===== config.mk =====
export PLATFORM = sky130hd
export DESIGN_NAME = swc_top
export DESIGN_NICKNAME = d
export VERILOG_FILES = /design/src/hw/swc_pkg.sv /design/src/hw/swc_top.sv
export VERILOG_INCLUDE_DIRS = /design/src /design/src/hw
export SDC_FILE = /design/constraint.sdc
export NUM_CORES = 1
export LEC_CHECK = 0
export ABC_AREA = 1
export ABC_CLOCK_PERIOD_IN_PS = 2280
export BUFFER_PORTS_ARGS = -buffer_cell sky130_fd_sc_hd__buf_2
export CORE_AREA = 4 4 95 97
export DETAILED_ROUTE_END_ITERATION = 16
export DIE_AREA = 0 0 99 101
export PLACE_DENSITY = 0.86
export SLEW_MARGIN = 20
export SYNTH_ARGS = -nofsm -noshare
export SYNTH_HDL_FRONTEND = slang
export SYNTH_SLANG_ARGS = --single-unit

===== constraint.sdc =====
create_clock -name REF_CLK_I -period 2.28 [get_ports REF_CLK_I]
set_input_delay 0.114 -clock REF_CLK_I [delete_from_list [all_inputs] [get_ports REF_CLK_I]]
set_output_delay 0.114 -clock REF_CLK_I [all_outputs]
set_load 0.02 [all_outputs]

===== src/hw/swc_defs.svh =====
// Constants for the sleep and wake controller
`ifndef SWC_DEFS_SVH
`define SWC_DEFS_SVH
`define SWC_REG_OFFSET_REGCTL 4'h0
`define SWC_REG_OFFSET_STATUS 4'h1
`define SWC_REG_OFFSET_CONFIG 4'h2
`define SWC_REGCTL_PM_BIT 1
`define SWC_REGCTL_RSVD_BIT 0
`define SWC_REGCTL_RESET 8'h01
`define SWC_STATUS_TO_BIT 4
`define SWC_STATUS_PD_BIT 3
`define SWC_OST_PERIODS 1024
`define SWC_OST_CYCLES 11'h400
`define SWC_REG_STAB_NS 20000
`define SWC_REG_STAB_CYCLES (((`SWC_REG_STAB_NS) + 99) / 100)
`define SWC_VECTOR_ADDR 16'h0004
`endif


===== src/hw/swc_pkg.sv =====
// Types for the sleep and wake controller
package swc_pkg;
  typedef enum logic [2:0] {
    SWC_RUN,
    SWC_SLEEP,
    SWC_OST_WAIT,
    SWC_REG_WAIT,
    SWC_RESUME
  } swc_state_t;

  typedef struct packed {
    logic external_reset_pin_en;
    logic external_reset_pin;
    logic bor_en;
    logic bor;
    logic por;
  } swc_reset_src_t;

  typedef struct packed {
    logic wdt_en_sleep;
    logic xtal_mode;
    logic two_speed;
    logic unregulated;
  } swc_cfg_t;
endpackage : swc_pkg


===== src/hw/swc_top.sv =====
// Sleep and wake sequencer with regulator mode control
//
// Chosen here: the strobed register port and the address map.
`include "swc_defs.svh"

module swc_top (
  input wire logic REF_CLK_I,
  input wire logic RST_I,
  input wire logic SLEEP_EXEC_I,
  input wire logic [7:0] INT_PEND_I,
  input wire logic [7:0] INT_EN_I,
  input wire logic GIE_I,
  input wire logic WDT_TIMEOUT_I,
  input wire logic LPSAFE_BLOCK_I,
  input wire logic [2:0] T1_SRC_I,
  input wire logic ADC_RC_SEL_I,
  input wire swc_pkg::swc_reset_src_t RST_SRC_I,
  input wire swc_pkg::swc_cfg_t CFG_I,
  input wire logic [7:0] PIN_OUT_I,
  input wire logic [7:0] PIN_OE_I,
  input wire logic [3:0] ADDR_I,
  input wire logic [7:0] WDATA_I,
  input wire logic WR_I,
  input wire logic RD_I,
  output logic [7:0] RDATA_O,
  output logic CPU_CLK_EN_O,
  output logic SLEEPING_O,
  output logic PD_FLAG_O,
  output logic TO_FLAG_O,
  output logic WDT_CLR_O,
  output logic WDT_RUN_O,
  output logic DEV_RESET_O,
  output logic PREFETCH_O,
  output logic FORCE_VECTOR_O,
  output logic [15:0] VECTOR_ADDR_O,
  output logic LFOSC_EN_O,
  output logic T1_RUN_O,
  output logic ADC_RUN_O,
  output logic REG_LP_O,
  output logic [7:0] PIN_OUT_O,
  output logic [7:0] PIN_OE_O
);
  swc_pkg::swc_state_t state_reg;
  swc_pkg::swc_state_t state_next;
  swc_pkg::swc_reset_src_t rst_s1_reg;
  swc_pkg::swc_reset_src_t rst_s2_reg;
  logic [7:0] pend_s1_reg;
  logic [7:0] pend_s2_reg;
  logic wdt_s1_reg;
  logic wdt_s2_reg;
  logic [15:0] cnt_reg;
  logic regpm_reg;
  logic lp_used_reg;
  logic resumed_reg;
  logic wake_int;
  logic wake_rst;
  logic wake_wdt;
  logic lp_allowed;

  localparam logic [15:0] OST_CNT = 16'(`SWC_OST_CYCLES);
  localparam logic [15:0] STAB_CNT = 16'(`SWC_REG_STAB_CYCLES);

  function automatic logic any_enabled(input logic [7:0] p, input logic [7:0] e);
    any_enabled = |(p & e);
  endfunction : any_enabled

  // Wake sources arrive from other domains
  always_ff @(posedge REF_CLK_I or posedge RST_I) begin
    if (RST_I) begin
      rst_s1_reg <= '0;
      rst_s2_reg <= '0;
      pend_s1_reg <= 8'h00;
      pend_s2_reg <= 8'h00;
      wdt_s1_reg <= 1'b0;
      wdt_s2_reg <= 1'b0;
    end else begin
      rst_s1_reg <= RST_SRC_I;
      rst_s2_reg <= rst_s1_reg;
      pend_s1_reg <= INT_PEND_I;
      pend_s2_reg <= pend_s1_reg;
      wdt_s1_reg <= WDT_TIMEOUT_I;
      wdt_s2_reg <= wdt_s1_reg;
    end
  end

  // Reset-type wakes are identical whether asleep or not
  assign wake_rst = (rst_s2_reg.external_reset_pin_en & rst_s2_reg.external_reset_pin) | (rst_s2_reg.bor_en & rst_s2_reg.bor)
                    | rst_s2_reg.por;
  assign wake_int = any_enabled(pend_s2_reg, INT_EN_I);
  assign wake_wdt = wdt_s2_reg & CFG_I.wdt_en_sleep;
  assign lp_allowed = regpm_reg & ~LPSAFE_BLOCK_I & ~CFG_I.unregulated;

  always_comb begin
    state_next = state_reg;
    unique case (state_reg)
      swc_pkg::SWC_RUN: begin
        if (SLEEP_EXEC_I && !(wake_int && !GIE_I)) begin
          state_next = swc_pkg::SWC_SLEEP;
        end
      end
      swc_pkg::SWC_SLEEP: begin
        if (wake_int || wake_wdt) begin
          state_next = CFG_I.xtal_mode && !CFG_I.two_speed ? swc_pkg::SWC_OST_WAIT
                       : (lp_used_reg ? swc_pkg::SWC_REG_WAIT : swc_pkg::SWC_RESUME);
        end
      end
      swc_pkg::SWC_OST_WAIT: begin
        if (cnt_reg == 16'h0001) begin
          state_next = lp_used_reg ? swc_pkg::SWC_REG_WAIT : swc_pkg::SWC_RESUME;
        end
      end
      swc_pkg::SWC_REG_WAIT: begin
        if (cnt_reg == 16'h0001) begin
          state_next = swc_pkg::SWC_RESUME;
        end
      end
      swc_pkg::SWC_RESUME: begin
        state_next = swc_pkg::SWC_RUN;
      end
    endcase
    if (wake_rst) begin
      state_next = swc_pkg::SWC_RUN;
    end
  end

  always_ff @(posedge REF_CLK_I or posedge RST_I) begin
    if (RST_I) begin
      state_reg <= swc_pkg::SWC_RUN;
    end else begin
      state_reg <= state_next;
    end
  end

  // Delay counter loaded on each wait entry
  always_ff @(posedge REF_CLK_I or posedge RST_I) begin
    if (RST_I) begin
      cnt_reg <= 16'h0000;
    end else if (state_next == swc_pkg::SWC_OST_WAIT && state_reg != swc_pkg::SWC_OST_WAIT) begin
      cnt_reg <= OST_CNT;
    end else if (state_next == swc_pkg::SWC_REG_WAIT && state_reg != swc_pkg::SWC_REG_WAIT) begin
      cnt_reg <= STAB_CNT;
    end else if (cnt_reg != 16'h0000) begin
      cnt_reg <= cnt_reg - 16'h0001;
    end
  end

  // Low-power choice latched at entry so a later write cannot change the wake delay
  always_ff @(posedge REF_CLK_I or posedge RST_I) begin
    if (RST_I) begin
      lp_used_reg <= 1'b0;
    end else if (state_reg == swc_pkg::SWC_RUN && state_next == swc_pkg::SWC_SLEEP) begin
      lp_used_reg <= lp_allowed;
    end
  end

  // Status flags: power-down low and time-out high after a real sleep
  always_ff @(posedge REF_CLK_I or posedge RST_I) begin
    if (RST_I) begin
      PD_FLAG_O <= 1'b1;
      TO_FLAG_O <= 1'b1;
    end else if (wake_rst) begin
      PD_FLAG_O <= 1'b1;
      TO_FLAG_O <= 1'b1;
    end else if (state_reg == swc_pkg::SWC_RUN && state_next == swc_pkg::SWC_SLEEP) begin
      PD_FLAG_O <= 1'b0;
      TO_FLAG_O <= 1'b1;
    end else if (state_reg == swc_pkg::SWC_SLEEP && wake_wdt && !wake_int) begin
      TO_FLAG_O <= 1'b0;
    end
  end

  // Watchdog clear pulses on entry and on every wake
  always_ff @(posedge REF_CLK_I or posedge RST_I) begin
    if (RST_I) begin
      WDT_CLR_O <= 1'b0;
      WDT_RUN_O <= 1'b1;
    end else begin
      WDT_CLR_O <= (state_reg == swc_pkg::SWC_RUN && state_next == swc_pkg::SWC_SLEEP)
                   || (state_reg == swc_pkg::SWC_SLEEP && state_next != swc_pkg::SWC_SLEEP);
      WDT_RUN_O <= (state_next == swc_pkg::SWC_RUN) || CFG_I.wdt_en_sleep;
    end
  end

  // Clock gating, resets and resume sequencing
  always_ff @(posedge REF_CLK_I or posedge RST_I) begin
    if (RST_I) begin
      CPU_CLK_EN_O <= 1'b1;
      SLEEPING_O <= 1'b0;
      DEV_RESET_O <= 1'b0;
      PREFETCH_O <= 1'b0;
      FORCE_VECTOR_O <= 1'b0;
      resumed_reg <= 1'b0;
    end else begin
      CPU_CLK_EN_O <= state_next == swc_pkg::SWC_RUN || state_next == swc_pkg::SWC_RESUME;
      SLEEPING_O <= state_next != swc_pkg::SWC_RUN && state_next != swc_pkg::SWC_RESUME;
      DEV_RESET_O <= wake_rst;
      PREFETCH_O <= state_reg == swc_pkg::SWC_RUN && SLEEP_EXEC_I;
      resumed_reg <= state_reg == swc_pkg::SWC_RESUME;
      FORCE_VECTOR_O <= resumed_reg && GIE_I && !wake_rst;
    end
  end

  assign VECTOR_ADDR_O = `SWC_VECTOR_ADDR;

  // Slow oscillator always on; Timer1 and ADC run in sleep only when T1_SRC_I is non-zero or ADC_RC_SEL_I is set
  always_ff @(posedge REF_CLK_I or posedge RST_I) begin
    if (RST_I) begin
      LFOSC_EN_O <= 1'b1;
      T1_RUN_O <= 1'b1;
      ADC_RUN_O <= 1'b1;
      REG_LP_O <= 1'b0;
    end else begin
      LFOSC_EN_O <= 1'b1;
      T1_RUN_O <= state_next == swc_pkg::SWC_RUN || (|T1_SRC_I);
      ADC_RUN_O <= state_next == swc_pkg::SWC_RUN || ADC_RC_SEL_I;
      // At entry the latched choice is not yet loaded, so take the live one
      REG_LP_O <= state_next == swc_pkg::SWC_SLEEP
                  && (state_reg == swc_pkg::SWC_RUN ? lp_allowed : lp_used_reg);
    end
  end

  // Pin state frozen while asleep
  always_ff @(posedge REF_CLK_I or posedge RST_I) begin
    if (RST_I) begin
      PIN_OUT_O <= 8'h00;
      PIN_OE_O <= 8'h00;
    end else if (state_next == swc_pkg::SWC_RUN) begin
      PIN_OUT_O <= PIN_OUT_I;
      PIN_OE_O <= PIN_OE_I;
    end
  end

  // Register port: regulator control, status view, config view
  always_ff @(posedge REF_CLK_I or posedge RST_I) begin
    if (RST_I) begin
      regpm_reg <= 1'b0;
    end else if (WR_I && ADDR_I == `SWC_REG_OFFSET_REGCTL) begin
      regpm_reg <= WDATA_I[`SWC_REGCTL_PM_BIT] & ~CFG_I.unregulated;
    end
  end

  always_ff @(posedge REF_CLK_I or posedge RST_I) begin
    if (RST_I) begin
      RDATA_O <= 8'h00;
    end else if (RD_I) begin
      RDATA_O <= 8'h00;
      unique case (ADDR_I)
        `SWC_REG_OFFSET_REGCTL: begin
          RDATA_O[`SWC_REGCTL_PM_BIT] <= regpm_reg & ~CFG_I.unregulated;
          RDATA_O[`SWC_REGCTL_RSVD_BIT] <= 1'b1;
        end
        `SWC_REG_OFFSET_STATUS: begin
          RDATA_O[`SWC_STATUS_TO_BIT] <= TO_FLAG_O;
          RDATA_O[`SWC_STATUS_PD_BIT] <= PD_FLAG_O;
        end
        `SWC_REG_OFFSET_CONFIG: RDATA_O[3:0] <= {lp_used_reg, lp_allowed, SLEEPING_O, CPU_CLK_EN_O};
        default: RDATA_O <= 8'h00;
      endcase
    end else begin
      RDATA_O <= 8'h00;
    end
  end

  a_noop_when_pending: assert property (@(posedge REF_CLK_I) disable iff (RST_I)
    state_reg == swc_pkg::SWC_RUN && SLEEP_EXEC_I && wake_int && !GIE_I && !wake_rst
    |=> state_reg == swc_pkg::SWC_RUN && $stable(PD_FLAG_O))
    else $error("sleep not a no-op with pending interrupt");
  a_entry_flags: assert property (@(posedge REF_CLK_I) disable iff (RST_I)
    state_reg == swc_pkg::SWC_RUN && state_next == swc_pkg::SWC_SLEEP
    |=> !PD_FLAG_O && TO_FLAG_O && WDT_CLR_O)
    else $error("entry flags wrong");
  a_clock_gated: assert property (@(posedge REF_CLK_I) disable iff (RST_I)
    state_reg == swc_pkg::SWC_SLEEP |-> !CPU_CLK_EN_O)
    else $error("cpu clock running in sleep");
  a_ost_length: assert property (@(posedge REF_CLK_I) disable iff (RST_I)
    $rose(state_reg == swc_pkg::SWC_OST_WAIT) |-> cnt_reg == OST_CNT)
    else $error("oscillator wait length wrong");
  a_wake_clears_wdt: assert property (@(posedge REF_CLK_I) disable iff (RST_I)
    state_reg == swc_pkg::SWC_SLEEP && (wake_int || wake_wdt) && !wake_rst |=> WDT_CLR_O)
    else $error("watchdog not cleared on wake");
  a_pins_held: assert property (@(posedge REF_CLK_I) disable iff (RST_I)
    state_reg == swc_pkg::SWC_SLEEP && $past(state_reg) == swc_pkg::SWC_SLEEP
    |-> $stable(PIN_OUT_O) && $stable(PIN_OE_O))
    else $error("pins changed in sleep");
  a_reset_wake: assert property (@(posedge REF_CLK_I) disable iff (RST_I)
    wake_rst |=> DEV_RESET_O && state_reg == swc_pkg::SWC_RUN)
    else $error("reset wake did not reset");
  a_regulator_lp: assert property (@(posedge REF_CLK_I) disable iff (RST_I)
    REG_LP_O |-> lp_used_reg && !CFG_I.unregulated)
    else $error("regulator low power when not allowed");
  a_clock_after_wait: assert property (@(posedge REF_CLK_I) disable iff (RST_I)
    state_reg == swc_pkg::SWC_REG_WAIT && cnt_reg > 16'h0001 |=> !CPU_CLK_EN_O)
    else $error("clock back before regulator settled");
  c_int_wake: cover property (@(posedge REF_CLK_I) disable iff (RST_I)
    state_reg == swc_pkg::SWC_SLEEP ##1 state_reg == swc_pkg::SWC_RESUME);
  c_ost_wake: cover property (@(posedge REF_CLK_I) disable iff (RST_I)
    state_reg == swc_pkg::SWC_OST_WAIT ##1 state_reg == swc_pkg::SWC_RESUME);
  c_lp_wake: cover property (@(posedge REF_CLK_I) disable iff (RST_I)
    state_reg == swc_pkg::SWC_REG_WAIT ##1 state_reg == swc_pkg::SWC_RESUME);
  c_vector: cover property (@(posedge REF_CLK_I) disable iff (RST_I) FORCE_VECTOR_O);
  c_wdt_wake: cover property (@(posedge REF_CLK_I) disable iff (RST_I)
    state_reg == swc_pkg::SWC_SLEEP && wake_wdt && !wake_int);
endmodule : swc_top


# Word level (Yosys, flattened, before mapping)
# Cells that the tools add are included.
# word_totals
regBits,86
inputBits,65
output_inout_bits,53
elab_cells,120
# op_classes
n_addsub,1
n_eq_ne,15
mux,22
bitwise,12
n_reduce_logical,36
# op_table
op,count
$mux W16,3
$mux W3,7
$eq A16 B1 Y1 const B,1
$reduce_bool A16 Y1,1
$sub A16 B1 Y16 const B,1
$logic_and A1 B1 Y1,15
$pmux W3 S5,1
$eq A3 B2 Y1 const B,4
$reduce_bool A3 Y1,3
$and A8 B8 Y8,1
$mux W1,8
$reduce_or A8 Y1,1
$and A1 B1 Y1,7
$eq A3 B1 Y1 const B,2
$eq A3 B3 Y1 const B,2
$logic_not A3 Y1,2
$logic_or A1 B1 Y1,6
$ne A3 B2 Y1 const B,2
$logic_not A1 Y1,5
$mux W5,1
$eq A4 B1 Y1 const B,1
$eq A4 B2 Y1 const B,1
$logic_not A4 Y1,1
$pmux W2 S2,1
7 further kinds,9

# Logic depth before layout (Yosys ltp)
# Gate-level depths: netlist of run 1.
# logic_depth
depth_word,12
ltp_mapped,15
depth_no_buf,15

# Worst setup path before layout of run 1
# OpenSTA, ideal clock, no wires.
# synth_timing
path_kind,register -> register
from,reg cnt_reg[1]
to,reg PIN_OE_O[0]
setup_ps,117
arrival_ps,1781
required_ps,2163
setup_slack_ps,383
path_stages_with_launch,15
path_buffers,1
period_less_slack_ps,1897
cell_sequence,dfrtp_1 > inv_1 > ha_1 > nand2_2 > nor2_4 > nand2_2 > a21oi_4 > nand3_1 > nand2_2 > inv_2 > nor2_8 > nand2_4 > buf_6 > nand2_2 > nand2_1
# synth_between
elab_chain_cells,5
elab_cells_between_ends,6
cone_classes,eq/ne: 1; mux: 4; reduce/logical: 1
# synth_rtl
item,line,rtl
from (decl),swc_top.sv:51,logic [15:0] cnt_reg;
from (signal assigned),swc_top.sv:143,cnt_reg <= cnt_reg - 16'h0001;
$eq A16 B1 Y1 (*),"swc_top.sv:108, swc_top.sv:113",
"$mux W3, on equally long branches","swc_top.sv:113, swc_top.sv:108",
$pmux W3 S5 (*),swc_top.sv:95,unique case (state_reg)
$mux W3 (*),swc_top.sv:121,if (wake_rst) begin
net state_next[0],swc_top.sv:44,swc_pkg::swc_state_t state_next;
$logic_not A3 Y1 (*),swc_top.sv:227,end else if (state_next == swc_pkg::SWC_RUN) begin
to (signal assigned),swc_top.sv:226,PIN_OE_O <= 8'h00;
to (signal assigned),swc_top.sv:229,PIN_OE_O <= PIN_OE_I;
to (decl),swc_top.sv:41,output logic [7:0] PIN_OE_O
# Mark *: on every way through the listed nets, which the timed path passes. The rest lies on a longest branch.
# A chain may end at the register's enable or synchronous reset.

# Worst setup path after layout of run 1
# layout_timing
from,reg cnt_reg[1]
to,reg PIN_OE_O[7]
# The elaborated chain is that of the path after synthesis.

==> summary.md, run 1 <==
| Metric | Value |
|---|---|
| Status | `complete, no violations` |
| Final Cell Area | `4810 um^2` |
| Reg clk slew, reported paths | `0.08 ns` |
| Most common cell after layout, fill and taps aside | `nand2_1` |
| CP Capture Type | `register` |
| Routability-driven placement congestion ratio | `0.881` |
| Largest net degree at the start of global routing | `39` |
| Max VDD drop | `0.707 mV` |
| Pleak | `0.00251 uW` |
| Synth Warn # | `0` |
| Hold path start | `ADDR_I[0]` |
| RSZ-0062 raised after global routing | `no` |
| Post-route ant nets | `0` |
| Clock latency on the worst-skew pair | `0.36 ns` |
| WP data required | `2.53 ns` |
| Power per cell area | `1070 nW/um^2` |
| Slew HR | `62.4%` |
| Global-route wire length before repair | `14400 um` |
| N_diodes | `0` |
| Core Region | `8130 um^2` |
| CTS max path bufs | `2` |
| Sum Neg Setup Slack | `0 ns` |
| Final setup violation count | `0` |
| Synthesized instance count | `396` |
| Initial Util | `45.3%` |
| Hold endpoint | `RDATA_O[4]$_DFF_PP0_` |
| # fillers | `658` |
| WP data arrival | `2.33 ns` |
| Share of cells above drive strength 1 | `28.1%` |
| Type of element launching the critical path | `register` |
| Measured slew at the worst slew-check pin | `0.558 ns` |
| Max-Cap Viols | `0` |
| Port bufs | `90` |
| Die ar. | `10000 um^2` |
| Asr flop ratio synth | `100%` |
| Mean number of vias per cell | `4.79` |
| Cell Area, Synth | `3680 um^2` |
| Vias | `3092` |
| R2r startpoint | `cnt_reg[1]$_DFFE_PP0P_` |
| Final hold vios | `0` |
| Die Width | `99 um` |
| Worst Hold Class | `input port to register` |
| Clock skew | `0.0117 ns` |
| Final Util | `59.1%` |
| Commonest non-fill, non-tap cells in the layout | `nand2_1, buf_2, dfrtp_1, dlygate4sd3_1, nand3_1` |
| Number of flip-flops in the largest register | `16` |
| CTS root buf | `clkbuf_8` |
| Global Route Usage Sum | `18.3%` |
| Vias in the first global route | `3201` |
| Critical path peak fanout | `19` |
| Clock sink total | `83` |
| Hold depth | `3` |
| # nets final | `603` |
| DRC viols | `0` |
| Drt total wl | `8570 um` |
| Period minus WS final | `2.07 ns` |
| Initial antenna violation count | `0` |
| Synth Register Bits | `83` |
| Tcrit/Tclk final | `90.9%` |
| Die Span Y | `101 um` |
| Io pins | `118` |
| Total global routing overflow | `0` |
| Kind of critical path | `register to register` |
| Primary FF master, synth | `dfrtp_1` |
| Yosys cell types | `34` |
| Hpwl dp | `5930 um` |
| WL/cell | `13.3 um` |
| Synthesis-to-finish area growth | `30.7%` |
| Placed cell area | `4210 um^2` |
| Total iterations of the first detailed-routing run | `4` |
| H-tree levels | `3` |
| CTS tree | `yes` |
| Rows | `33` |
| R2r endpoint | `PIN_OE_O[7]$_DFFE_PP0P_` |
| EDFF count, synth | `0` |
| Slew Viols, Final | `0` |
| Sequential area share after synthesis | `56.6%` |
| Avg Synthesized Cell Area | `9.30 um^2` |
| CTS buffer count | `9` |
| Post-CTS Setup Repair Bufs | `0` |
| Fmax | `482 MHz` |
| R2R Setup Slk | `0.21 ns` |
| DRT iter0 DRCs | `102` |
| R2R depth | `13` |
## power by group
part,internal (uW),switching (uW)
registers,1860,268
clock network,437,559
logic,734,1300
total,3030,2130
## Yosys cell counts, types with 2 or more instances
cell     number  area (um^2)
nor4_1        3         18.8
nand2_2      11         68.8
dfrtp_1      77         1930
conb_1        2         7.51
nor2_1       40          150
nor3_1        4         20.0
nand3_1      38          190
nand2_1      94          353
buf_4        21          158
nor2_2        6         37.5
dfstp_2       6          158
buf_2         3         15.0
a21oi_1       6         30.0
nor2_4        4         45.0
inv_1        38          143
xor2_1        9         78.8
nand4_1       6         37.5
xnor2_1       5         43.8
ha_1          3         37.5
o21ai_0       6         30.0
## through the flow
step | hold slack [ns] | power (uW) | instances | setup WS, ns
6_report | 0.0398 | 5160 | 645 | 0.207
5_1_grt | 0.0425 | 5520 | 645 | 0.00173
4_1_cts | 0.00787 | 5160 | 645 | 0.140
3_5_place_dp | 0.150 | 4120 | 589 | 0.172
3_3_place_gp | 0.146 | 4020 | 589 | 0.266
2_1_floorplan | 0.145 | 3560 | 414 | 0.0391
## worst max-delay path: stages (launching register included)
cell	delay, ns
dfrtp_1	0.39
inv_1	0.10
ha_1	0.17
nand2_2	0.07
nor2_4	0.16
nand2_2	0.10
o21ai_2	0.15
nand2_1	0.09
nor2_2	0.16
nor2_4	0.07
nor2_8	0.13
nand2_4	0.19
nand2_1	0.12
nand2_1	0.05
## repair_timing
action / CTS / global route
endpoints found under the setup margin: 0 / 33
resized for setup: 0 / 4
hold buffers: 40 / 0
endpoints found under the hold margin: 59 / 0
## routing by layer
layer | track usage, % | wire length [um] | up-vias
li1 | - | - | 1480
met1 | 20.8 | 3310 | 1470
met2 | 32.6 | 4390 | 120
met3 | 5.67 | 648 | 22
met4 | 6.20 | 216 | 0
met5 | 0 | 0 | -
## layout make-up
cell class | count | area (um^2) | share of cell area, %
flip-flops and latches | 83 | 2080 | 43.3
repair buffers | 136 | 921 | 19.1
clock buffers | 10 | 138 | 2.86
well taps | 105 | 131 | 2.73
clock inverters | 6 | 46.3 | 0.963
multi-input cells | 266 | 1340 | 27.9
inverters | 39 | 148 | 3.07
## cell families after synthesis
group	after synthesis	share of synthesized area, %
simple gates	210	26.3
flops	83	56.6
buf+inv	65	9.08
compound gates	19	3.43
xor+xnor	14	3.33
fa+ha+maj	3	1.02
other cells	2	0.204
## worst max-delay path by stage
stage                                        start                 endpoint  slack, ns
after floorplan                              RST_I    DEV_RESET_O$_DFF_PP0_       0.04
after global placement    pend_s2_reg[5]$_DFF_PP0_       REG_LP_O$_DFF_PP0_       0.27
after detailed placement  pend_s2_reg[3]$_DFF_PP0_  cnt_reg[13]$_DFFE_PP0P_       0.17
after CTS                 pend_s2_reg[3]$_DFF_PP0_   cnt_reg[1]$_DFFE_PP0P_       0.14
after global routing        cnt_reg[1]$_DFFE_PP0P_  cnt_reg[15]$_DFFE_PP0P_      0.002
final                       cnt_reg[1]$_DFFE_PP0P_  PIN_OE_O[7]$_DFFE_PP0P_       0.21
Note: power is estimated with default switching activity, not from simulation.
==> run 2, diff against run 1 <==
--- a/config.mk
+++ b/config.mk
@@ -7,12 +7,12 @@
 export NUM_CORES = 1
 export LEC_CHECK = 0
 export ABC_AREA = 1
-export ABC_CLOCK_PERIOD_IN_PS = 2280
+export ABC_CLOCK_PERIOD_IN_PS = 2400
 export BUFFER_PORTS_ARGS = -buffer_cell sky130_fd_sc_hd__buf_2
-export CORE_AREA = 4 4 95 97
+export CORE_AREA = 4 4 91 93
 export DETAILED_ROUTE_END_ITERATION = 16
-export DIE_AREA = 0 0 99 101
-export PLACE_DENSITY = 0.86
+export DIE_AREA = 0 0 95 97
+export PLACE_DENSITY = 0.89
 export SLEW_MARGIN = 20
 export SYNTH_ARGS = -nofsm -noshare
 export SYNTH_HDL_FRONTEND = slang
==> constraint.sdc (replaced) <==
create_clock -name REF_CLK_I -period 2.4 [get_ports REF_CLK_I]
set_input_delay 0.12 -clock REF_CLK_I [delete_from_list [all_inputs] [get_ports REF_CLK_I]]
set_output_delay 0.12 -clock REF_CLK_I [all_outputs]
set_load 0.02 [all_outputs]
==> run 2 against run 1 <==
Net effect: utilization rose by 4.6 points; critical path depth unchanged; via count fell by 1.7%; register-to-register slack is essentially flat; global-route usage rose by 1.0 points; sequential share of layout area increased by 0.14 points.
==> summary.md, run 2 (synthesis results as in run 1) <==
| Metric | Value |
|---|---|
| Int Pwr | `2850 uW (-5.8%)` |
| Hold endpoint | `PIN_OUT_O[4]$_DFFE_PP0P_` |
| Drt total wl | `8410 um (-1.9%)` |
| Clock latency on the worst-skew pair | `0.36 ns (about the same)` |
| Die ar. | `9220 um^2 (-7.8%)` |
| DP Worst Slack | `0.196 ns (+0.0240 ns)` |
| Hpwl dp | `5600 um (-5.5%)` |
| Hold path start | `PIN_OUT_I[4]` |
| Io pins | `118 (unchanged)` |
| WP data arrival | `2.44 ns (+0.11 ns)` |
| Worst Hold Class | `input port to register` |
| CTS root buf | `clkbuf_8` |
| CTS tree | `yes` |
| Vias | `3038 (-1.7%)` |
| Tcrit/Tclk final | `91.3% (+0.38 points)` |
| N_diodes | `0 (unchanged)` |
| Global-route wire length before repair | `14000 um (-3.2%)` |
| Kind of critical path | `register to register` |
| Total iterations of the first detailed-routing run | `5 (+1)` |
| Period minus WS final | `2.19 ns (+0.118 ns)` |
| Delay-heaviest family, CP | `simple AND/OR/NAND/NOR gates` |
| Initial Util | `48.9% (+3.6 points)` |
| Vias in the first global route | `3068 (-4.2%)` |
| Worst setup margin | `0.209 ns (+0.00176 ns)` |
| Combinational power share | `38.5% (-1.0 points)` |
| Switching Fraction | `41.8% (+0.50 points)` |
| Core Region | `7530 um^2 (-7.5%)` |
| CTS buffer count | `9 (unchanged)` |
| Final non-filler cell total | `642 (-0.47%)` |
| Power per cell area | `1020 nW/um^2 (-4.6%)` |
| CP Capture Type | `register` |
| Commonest non-fill, non-tap cells in the layout | `nand2_1, buf_2, dfrtp_1, nor2_1, dlygate4sd3_1` |
| Sum Neg Setup Slack | `0 ns (unchanged)` |
| Reg clk slew, reported paths | `0.09 ns (about the same)` |
| Max-Cap Viols | `0 (unchanged)` |
| RSZ-0062 raised after global routing | `no` |
| Routability-driven placement congestion ratio | `0.840 (-4.7%)` |
| CTS max path bufs | `2 (unchanged)` |
| Port bufs | `90 (unchanged)` |
| # fillers | `614 (-6.7%)` |
| Initial antenna violation count | `0 (unchanged)` |
| Most used cell, CP | `nand2_2` |
| Post-CTS Setup Repair Bufs | `0 (unchanged)` |
| Pleak | `0.00251 uW (about the same)` |
| Clock network power share | `20.1% (+0.8 points)` |
| Global Route Usage Sum | `19.3% (+1.0 points)` |
| DRT iter0 DRCs | `180 (+76%)` |
| DRC viols | `0 (unchanged)` |
| Rows | `32 (-3.0%)` |
| Share of cells above drive strength 1 | `27.4% (-0.74 points)` |
| Slew HR | `60.5% (-2.0 points)` |
| Buf/Inv on CP | `2 (+1)` |
| Type of element launching the critical path | `register` |
| Fmax | `456 MHz (-5.4%)` |
| R2R depth | `13 (unchanged)` |
| Clock sink total | `83 (unchanged)` |
| Clock skew | `0.0132 ns (+0.00157 ns)` |
| Worst setup path start | `cnt_reg[1]$_DFFE_PP0P_` |
| Most common cell after layout, fill and taps aside | `nand2_1` |
| Slew Viols, Final | `0 (unchanged)` |
| R2R Setup Slk | `0.21 ns (about the same)` |
| WHS | `0.0173 ns (-0.0225 ns)` |
| Worst path cell trace | `inv_1, ha_1, nand2_2, nor2_4, nand2_2, a21oi_4, nand3_1, nand2_2, inv_2, nor2_8, nand2_8, nand2_1, nand2_1` |
| Max VDD drop | `0.742 mV (+5.0%)` |
| Inst Count DP | `586 (-0.51%)` |
| Register area | `2080 um^2 (unchanged)` |
| Mean number of vias per cell | `4.73 (-1.3%)` |
| # nets final | `603 (unchanged)` |
| Final setup violation count | `0 (unchanged)` |
| Synthesis-to-finish area growth | `30.3%` |
| Largest net degree at the start of global routing | `36 (-7.7%)` |
| Status | `complete, no violations` |
| R2r startpoint | `cnt_reg[1]$_DFFE_PP0P_` |
| Number of flip-flops in the largest register | `16 (unchanged)` |
| CP max stage cell | `dfrtp_1` |
| Total global routing overflow | `0 (unchanged)` |
| Final hold vios | `0 (unchanged)` |
| Measured slew at the worst slew-check pin | `0.593 ns (+0.0342 ns)` |
| Hold depth | `3 (unchanged)` |
| Psw | `2050 uW (-3.8%)` |
| Die Width | `95 um (-4.0%)` |
| Critical path peak fanout | `19 (unchanged)` |
| R2r endpoint | `PIN_OUT_O[0]$_DFFE_PP0P_` |
| H-tree levels | `3 (unchanged)` |
| WL/cell | `13.1 um (-1.4%)` |
| CP peak stage delay | `0.41 ns (+0.02 ns)` |
| WP data required | `2.65 ns (+0.12 ns)` |
| Area of the multi-input gates | `1340 um^2 (-0.19%)` |
| Post-route ant nets | `0 (unchanged)` |
| Seq pwr share | `41.4% (+0.2 points)` |
| Die Span Y | `97 um (-4.0%)` |
==> run 2: changes by cell type in the layout (fill, tap and decap cells not counted), sizes merged <==
cell and delta:
clkbuf -1, inv +1, clkinvlp -1, clkinv +1
==> run 2: how the worst max path moves through the flow <==
stage	depth (start not counted)	to	slack [ns]
after floorplan	1	DEV_RESET_O$_DFF_PP0_	0.15
after global placement	13	PIN_OUT_O[4]$_DFFE_PP0P_	0.24
after detailed placement	13	PIN_OUT_O[5]$_DFFE_PP0P_	0.20
after CTS	13	PIN_OE_O[7]$_DFFE_PP0P_	0.18
after global routing	13	REG_LP_O$_DFF_PP0_	0.003
final	13	PIN_OUT_O[0]$_DFFE_PP0P_	0.21
==> run 2: metal layers <==
layer	vias to the layer above	global-route usage, %	wire (um)
met5	-	0	0
met4	0	8.44	203
met3	21	3.65	542
met2	126	32.8	4300
met1	1409	23.5	3370
li1	1482	-	-
==> run 2: repair_timing <==
action,CTS,global route
setup endpoints to repair,0,1
hold buffers,40,0
resized for setup,0,1
hold endpoints to repair,69,0
==> run 2: worst reg2reg max path, delay by kind of cell, from the launching register on <==
kind | cells | cell delay [ns]
buffers and inverters | 2 | 0.18
flip-flops | 1 | 0.41
AND/OR/NAND/NOR | 9 | 1.20
adder cells (fa/ha/maj) | 1 | 0.16
AO/OA/AOI/OAI | 1 | 0.15
==> run 2: final cells by class <==
cell class | count | share of cell area, %
sequential | 83 | 43.5
clock inverter | 7 | 1.59
clock buffer | 9 | 2.58
timing repair buffer | 136 | 18.7
multi-input combinational | 266 | 27.9
tap | 102 | 2.66
inverter | 39 | 3.08
==> run 2: power by group through the flow <==
stage	logic (uW)	clock network, uW	registers (uW)
global placement	1760	0	2030
CTS	1870	1010	2020
floorplan	1150	0	2230
finish	1890	987	2030
global route	2100	1070	2060
detailed placement	1820	0	2030
==> run 2: metrics by stage <==
| stage | util, % | total power, uW | instance area, um^2 |
|---|---|---|---|
| global route | 63.7 | 5230 | 4790 |
| floorplan | - | 3380 | 3750 |
| global placement | 55.6 | 3780 | 4190 |
| detailed placement | 55.6 | 3840 | 4190 |
| CTS | 63.6 | 4890 | 4790 |
| finish | 63.7 | 4900 | 4790 |
==> run 3, diff against run 2 <==
--- a/config.mk
+++ b/config.mk
@@ -9,11 +9,11 @@
 export ABC_AREA = 1
 export ABC_CLOCK_PERIOD_IN_PS = 2400
 export BUFFER_PORTS_ARGS = -buffer_cell sky130_fd_sc_hd__buf_2
-export CORE_AREA = 4 4 91 93
+export CORE_AREA = 4 4 96 89
 export DETAILED_ROUTE_END_ITERATION = 16
-export DIE_AREA = 0 0 95 97
-export PLACE_DENSITY = 0.89
-export SLEW_MARGIN = 20
+export DIE_AREA = 0 0 100 93
+export PLACE_DENSITY = 0.88
+export SLEW_MARGIN = 30
 export SYNTH_ARGS = -nofsm -noshare
 export SYNTH_HDL_FRONTEND = slang
 export SYNTH_SLANG_ARGS = --single-unit
==> run 3 against run 2 <==
Net effect: non-clock buffer count stayed put; power decreased by 2.5%; utilization fell by 0.079 points; via count grew 0.86%; critical endpoint is now REG_LP_O$_DFF_PP0_; flip-flop and latch count is the same; cell area decreased by 0.89%; cell count decreased by 0.93%; sequential power hardly changed.
==> summary.md, run 3 (synthesis results as in run 1) <==
| Metric | Value |
|---|---|
| Status | `complete, no violations` |
| RSZ-0062 raised after global routing | `no` |
| DRT iter0 DRCs | `170 (-5.6%)` |
| Routability-driven placement congestion ratio | `0.878 (+4.5%)` |
| Sum Neg Setup Slack | `0 ns (unchanged)` |
| Largest net degree at the start of global routing | `46 (+28%)` |
| Io pins | `118 (unchanged)` |
| Kind of critical path | `register to register` |
| Measured slew at the worst slew-check pin | `0.732 ns (+0.139 ns)` |
| Clock sink total | `83 (unchanged)` |
| CTS buffer count | `9 (unchanged)` |
| # nets final | `603 (unchanged)` |
| DRC viols | `0 (unchanged)` |
| Final Util | `63.6% (-0.079 points)` |
| Rows | `30 (-6.3%)` |
| Number of flip-flops in the largest register | `16 (unchanged)` |
| CTS root buf | `clkbuf_8` |
| Pleak | `0.00248 uW (-1.1%)` |
| Global-route wire length before repair | `14500 um (+3.7%)` |
| Final Cell Area | `4750 um^2 (-0.89%)` |
| Clock latency on the worst-skew pair | `0.36 ns (about the same)` |
| Reg clk slew, reported paths | `0.08 ns (about the same)` |
| Die Width | `100 um (+5.3%)` |
| WL/cell | `13.1 um (+0.33%)` |
| Hpwl dp | `5780 um (+3.1%)` |
| Mean number of vias per cell | `4.82 (+1.8%)` |
| Period minus WS final | `2.16 ns (-0.0355 ns)` |
| Inst Count DP | `578 (-1.4%)` |
| Global Route Usage Sum | `19.7% (+0.41 points)` |
| Initial Util | `49.3% (+0.38 points)` |
| Max VDD drop | `0.724 mV (-2.5%)` |
| WP data required | `2.66 ns (about the same)` |
| Share of cells above drive strength 1 | `27.0% (-0.37 points)` |
| Placed cell area | `4160 um^2 (-0.54%)` |
| Type of element launching the critical path | `register` |
| Worst Hold Class | `input port to register` |
| Commonest non-fill, non-tap cells in the layout | `nand2_1, buf_2, dfrtp_1, dlygate4sd3_1, nor2_1` |
| Die Span Y | `93 um (-4.1%)` |
| Die ar. | `9300 um^2 (+0.92%)` |
| Final Power | `4780 uW (-2.5%)` |
| H-tree levels | `3 (unchanged)` |
| CP Capture Type | `register` |
| Core Region | `7470 um^2 (-0.76%)` |
| Critical path peak fanout | `6 (-13)` |
| Slew Viols, Final | `0 (unchanged)` |
| Tcrit/Tclk final | `89.8% (-1.5 points)` |
| CTS tree | `yes` |
| Final hold vios | `0 (unchanged)` |
| Post-route ant nets | `0 (unchanged)` |
| Final non-filler cell total | `636 (-0.93%)` |
| Total global routing overflow | `0 (unchanged)` |
| Max-Cap Viols | `0 (unchanged)` |
| Final setup violation count | `0 (unchanged)` |
| CTS max path bufs | `2 (unchanged)` |
| Power per cell area | `1010 nW/um^2 (-1.6%)` |
| Drt total wl | `8360 um (-0.61%)` |
| Vias | `3064 (+0.86%)` |
| Vias in the first global route | `3232 (+5.3%)` |
| Most common cell after layout, fill and taps aside | `nand2_1` |
| Clock skew | `0.00964 ns (-0.00359 ns)` |
| Synthesis-to-finish area growth | `29.1%` |
| WP data arrival | `2.42 ns (-0.02 ns)` |
| N_diodes | `0 (unchanged)` |
| Slew HR | `51.1% (-9.3 points)` |
| Initial antenna violation count | `0 (unchanged)` |
| Fmax | `464 MHz (+1.6%)` |
| Total iterations of the first detailed-routing run | `4 (-1)` |
| Port bufs | `90 (unchanged)` |
-- run 3: what timing repair did --
item,4_1_cts,5_1_grt
resized for setup,0,2
endpoints found under the hold margin,78,0
endpoints found under the setup margin,0,21
hold buffers,40,0
buffers inserted,0,2
-- run 3: layout make-up --
type	count	area, um^2
clock inverters	4	28.8
well taps	96	120
multi-input cells	266	1340
inverters	39	148
repair buffers	136	896
flip-flops and latches	83	2080
fillers	593	2720
clock buffers	12	135
-- run 3: critical path: stages (launching register included) --
cell and delay [ns]:
dfrtp_1 0.37, a22o_1 0.23, nor2_2 0.27, inv_1 0.16
a21oi_1 0.24, nand2_2 0.11, inv_2 0.13, nand3_1 0.17
nor2_2 0.18, nand2_1 0.09, o21ai_0 0.10
-- run 3: worst paths after layout --
| check | slack (ns) | end | from | cells past startpoint |
|---|---|---|---|---|
| setup / recovery | 0.24 | REG_LP_O$_DFF_PP0_ | rst_s2_reg[4]$_DFF_PP0_ | 10 |
| max in group asynchronous | 1.20 | ADC_RUN_O$_DFF_PP1_ | RST_I | 4 |
| hold reg to reg | 0.35 | rst_s2_reg[0]$_DFF_PP0_ | rst_s1_reg[0]$_DFF_PP0_ | 0 |
| hold / removal | 0.03 | RDATA_O[4]$_DFF_PP0_ | RD_I | 3 |
| min in group asynchronous | 0.41 | cnt_reg[7]$_DFFE_PP0P_ | RST_I | 3 |
| setup reg to reg | 0.24 | REG_LP_O$_DFF_PP0_ | rst_s2_reg[4]$_DFF_PP0_ | 10 |
-- run 3: through the flow --
step                hold WS [ns]  setup WS, ns
finish                    0.0290         0.245
global route              0.0109        0.0155
CTS                       0.0131         0.156
detailed placement         0.229         0.165
global placement           0.229         0.279
floorplan                  0.151         0.153
-- run 3: power breakdown --
part | internal (uW) | switching (uW)
logic | 682 | 1210
clock network | 377 | 491
registers | 1760 | 256
total | 2820 | 1960
-- run 3: routing by layer --
layer	vias up	wire length, um	global-route usage, %
met1	1463	3380	23.6
met5	-	0	0
met3	14	695	5.74
met2	115	4100	33.3
met4	0	181	8.19
li1	1472	-	-
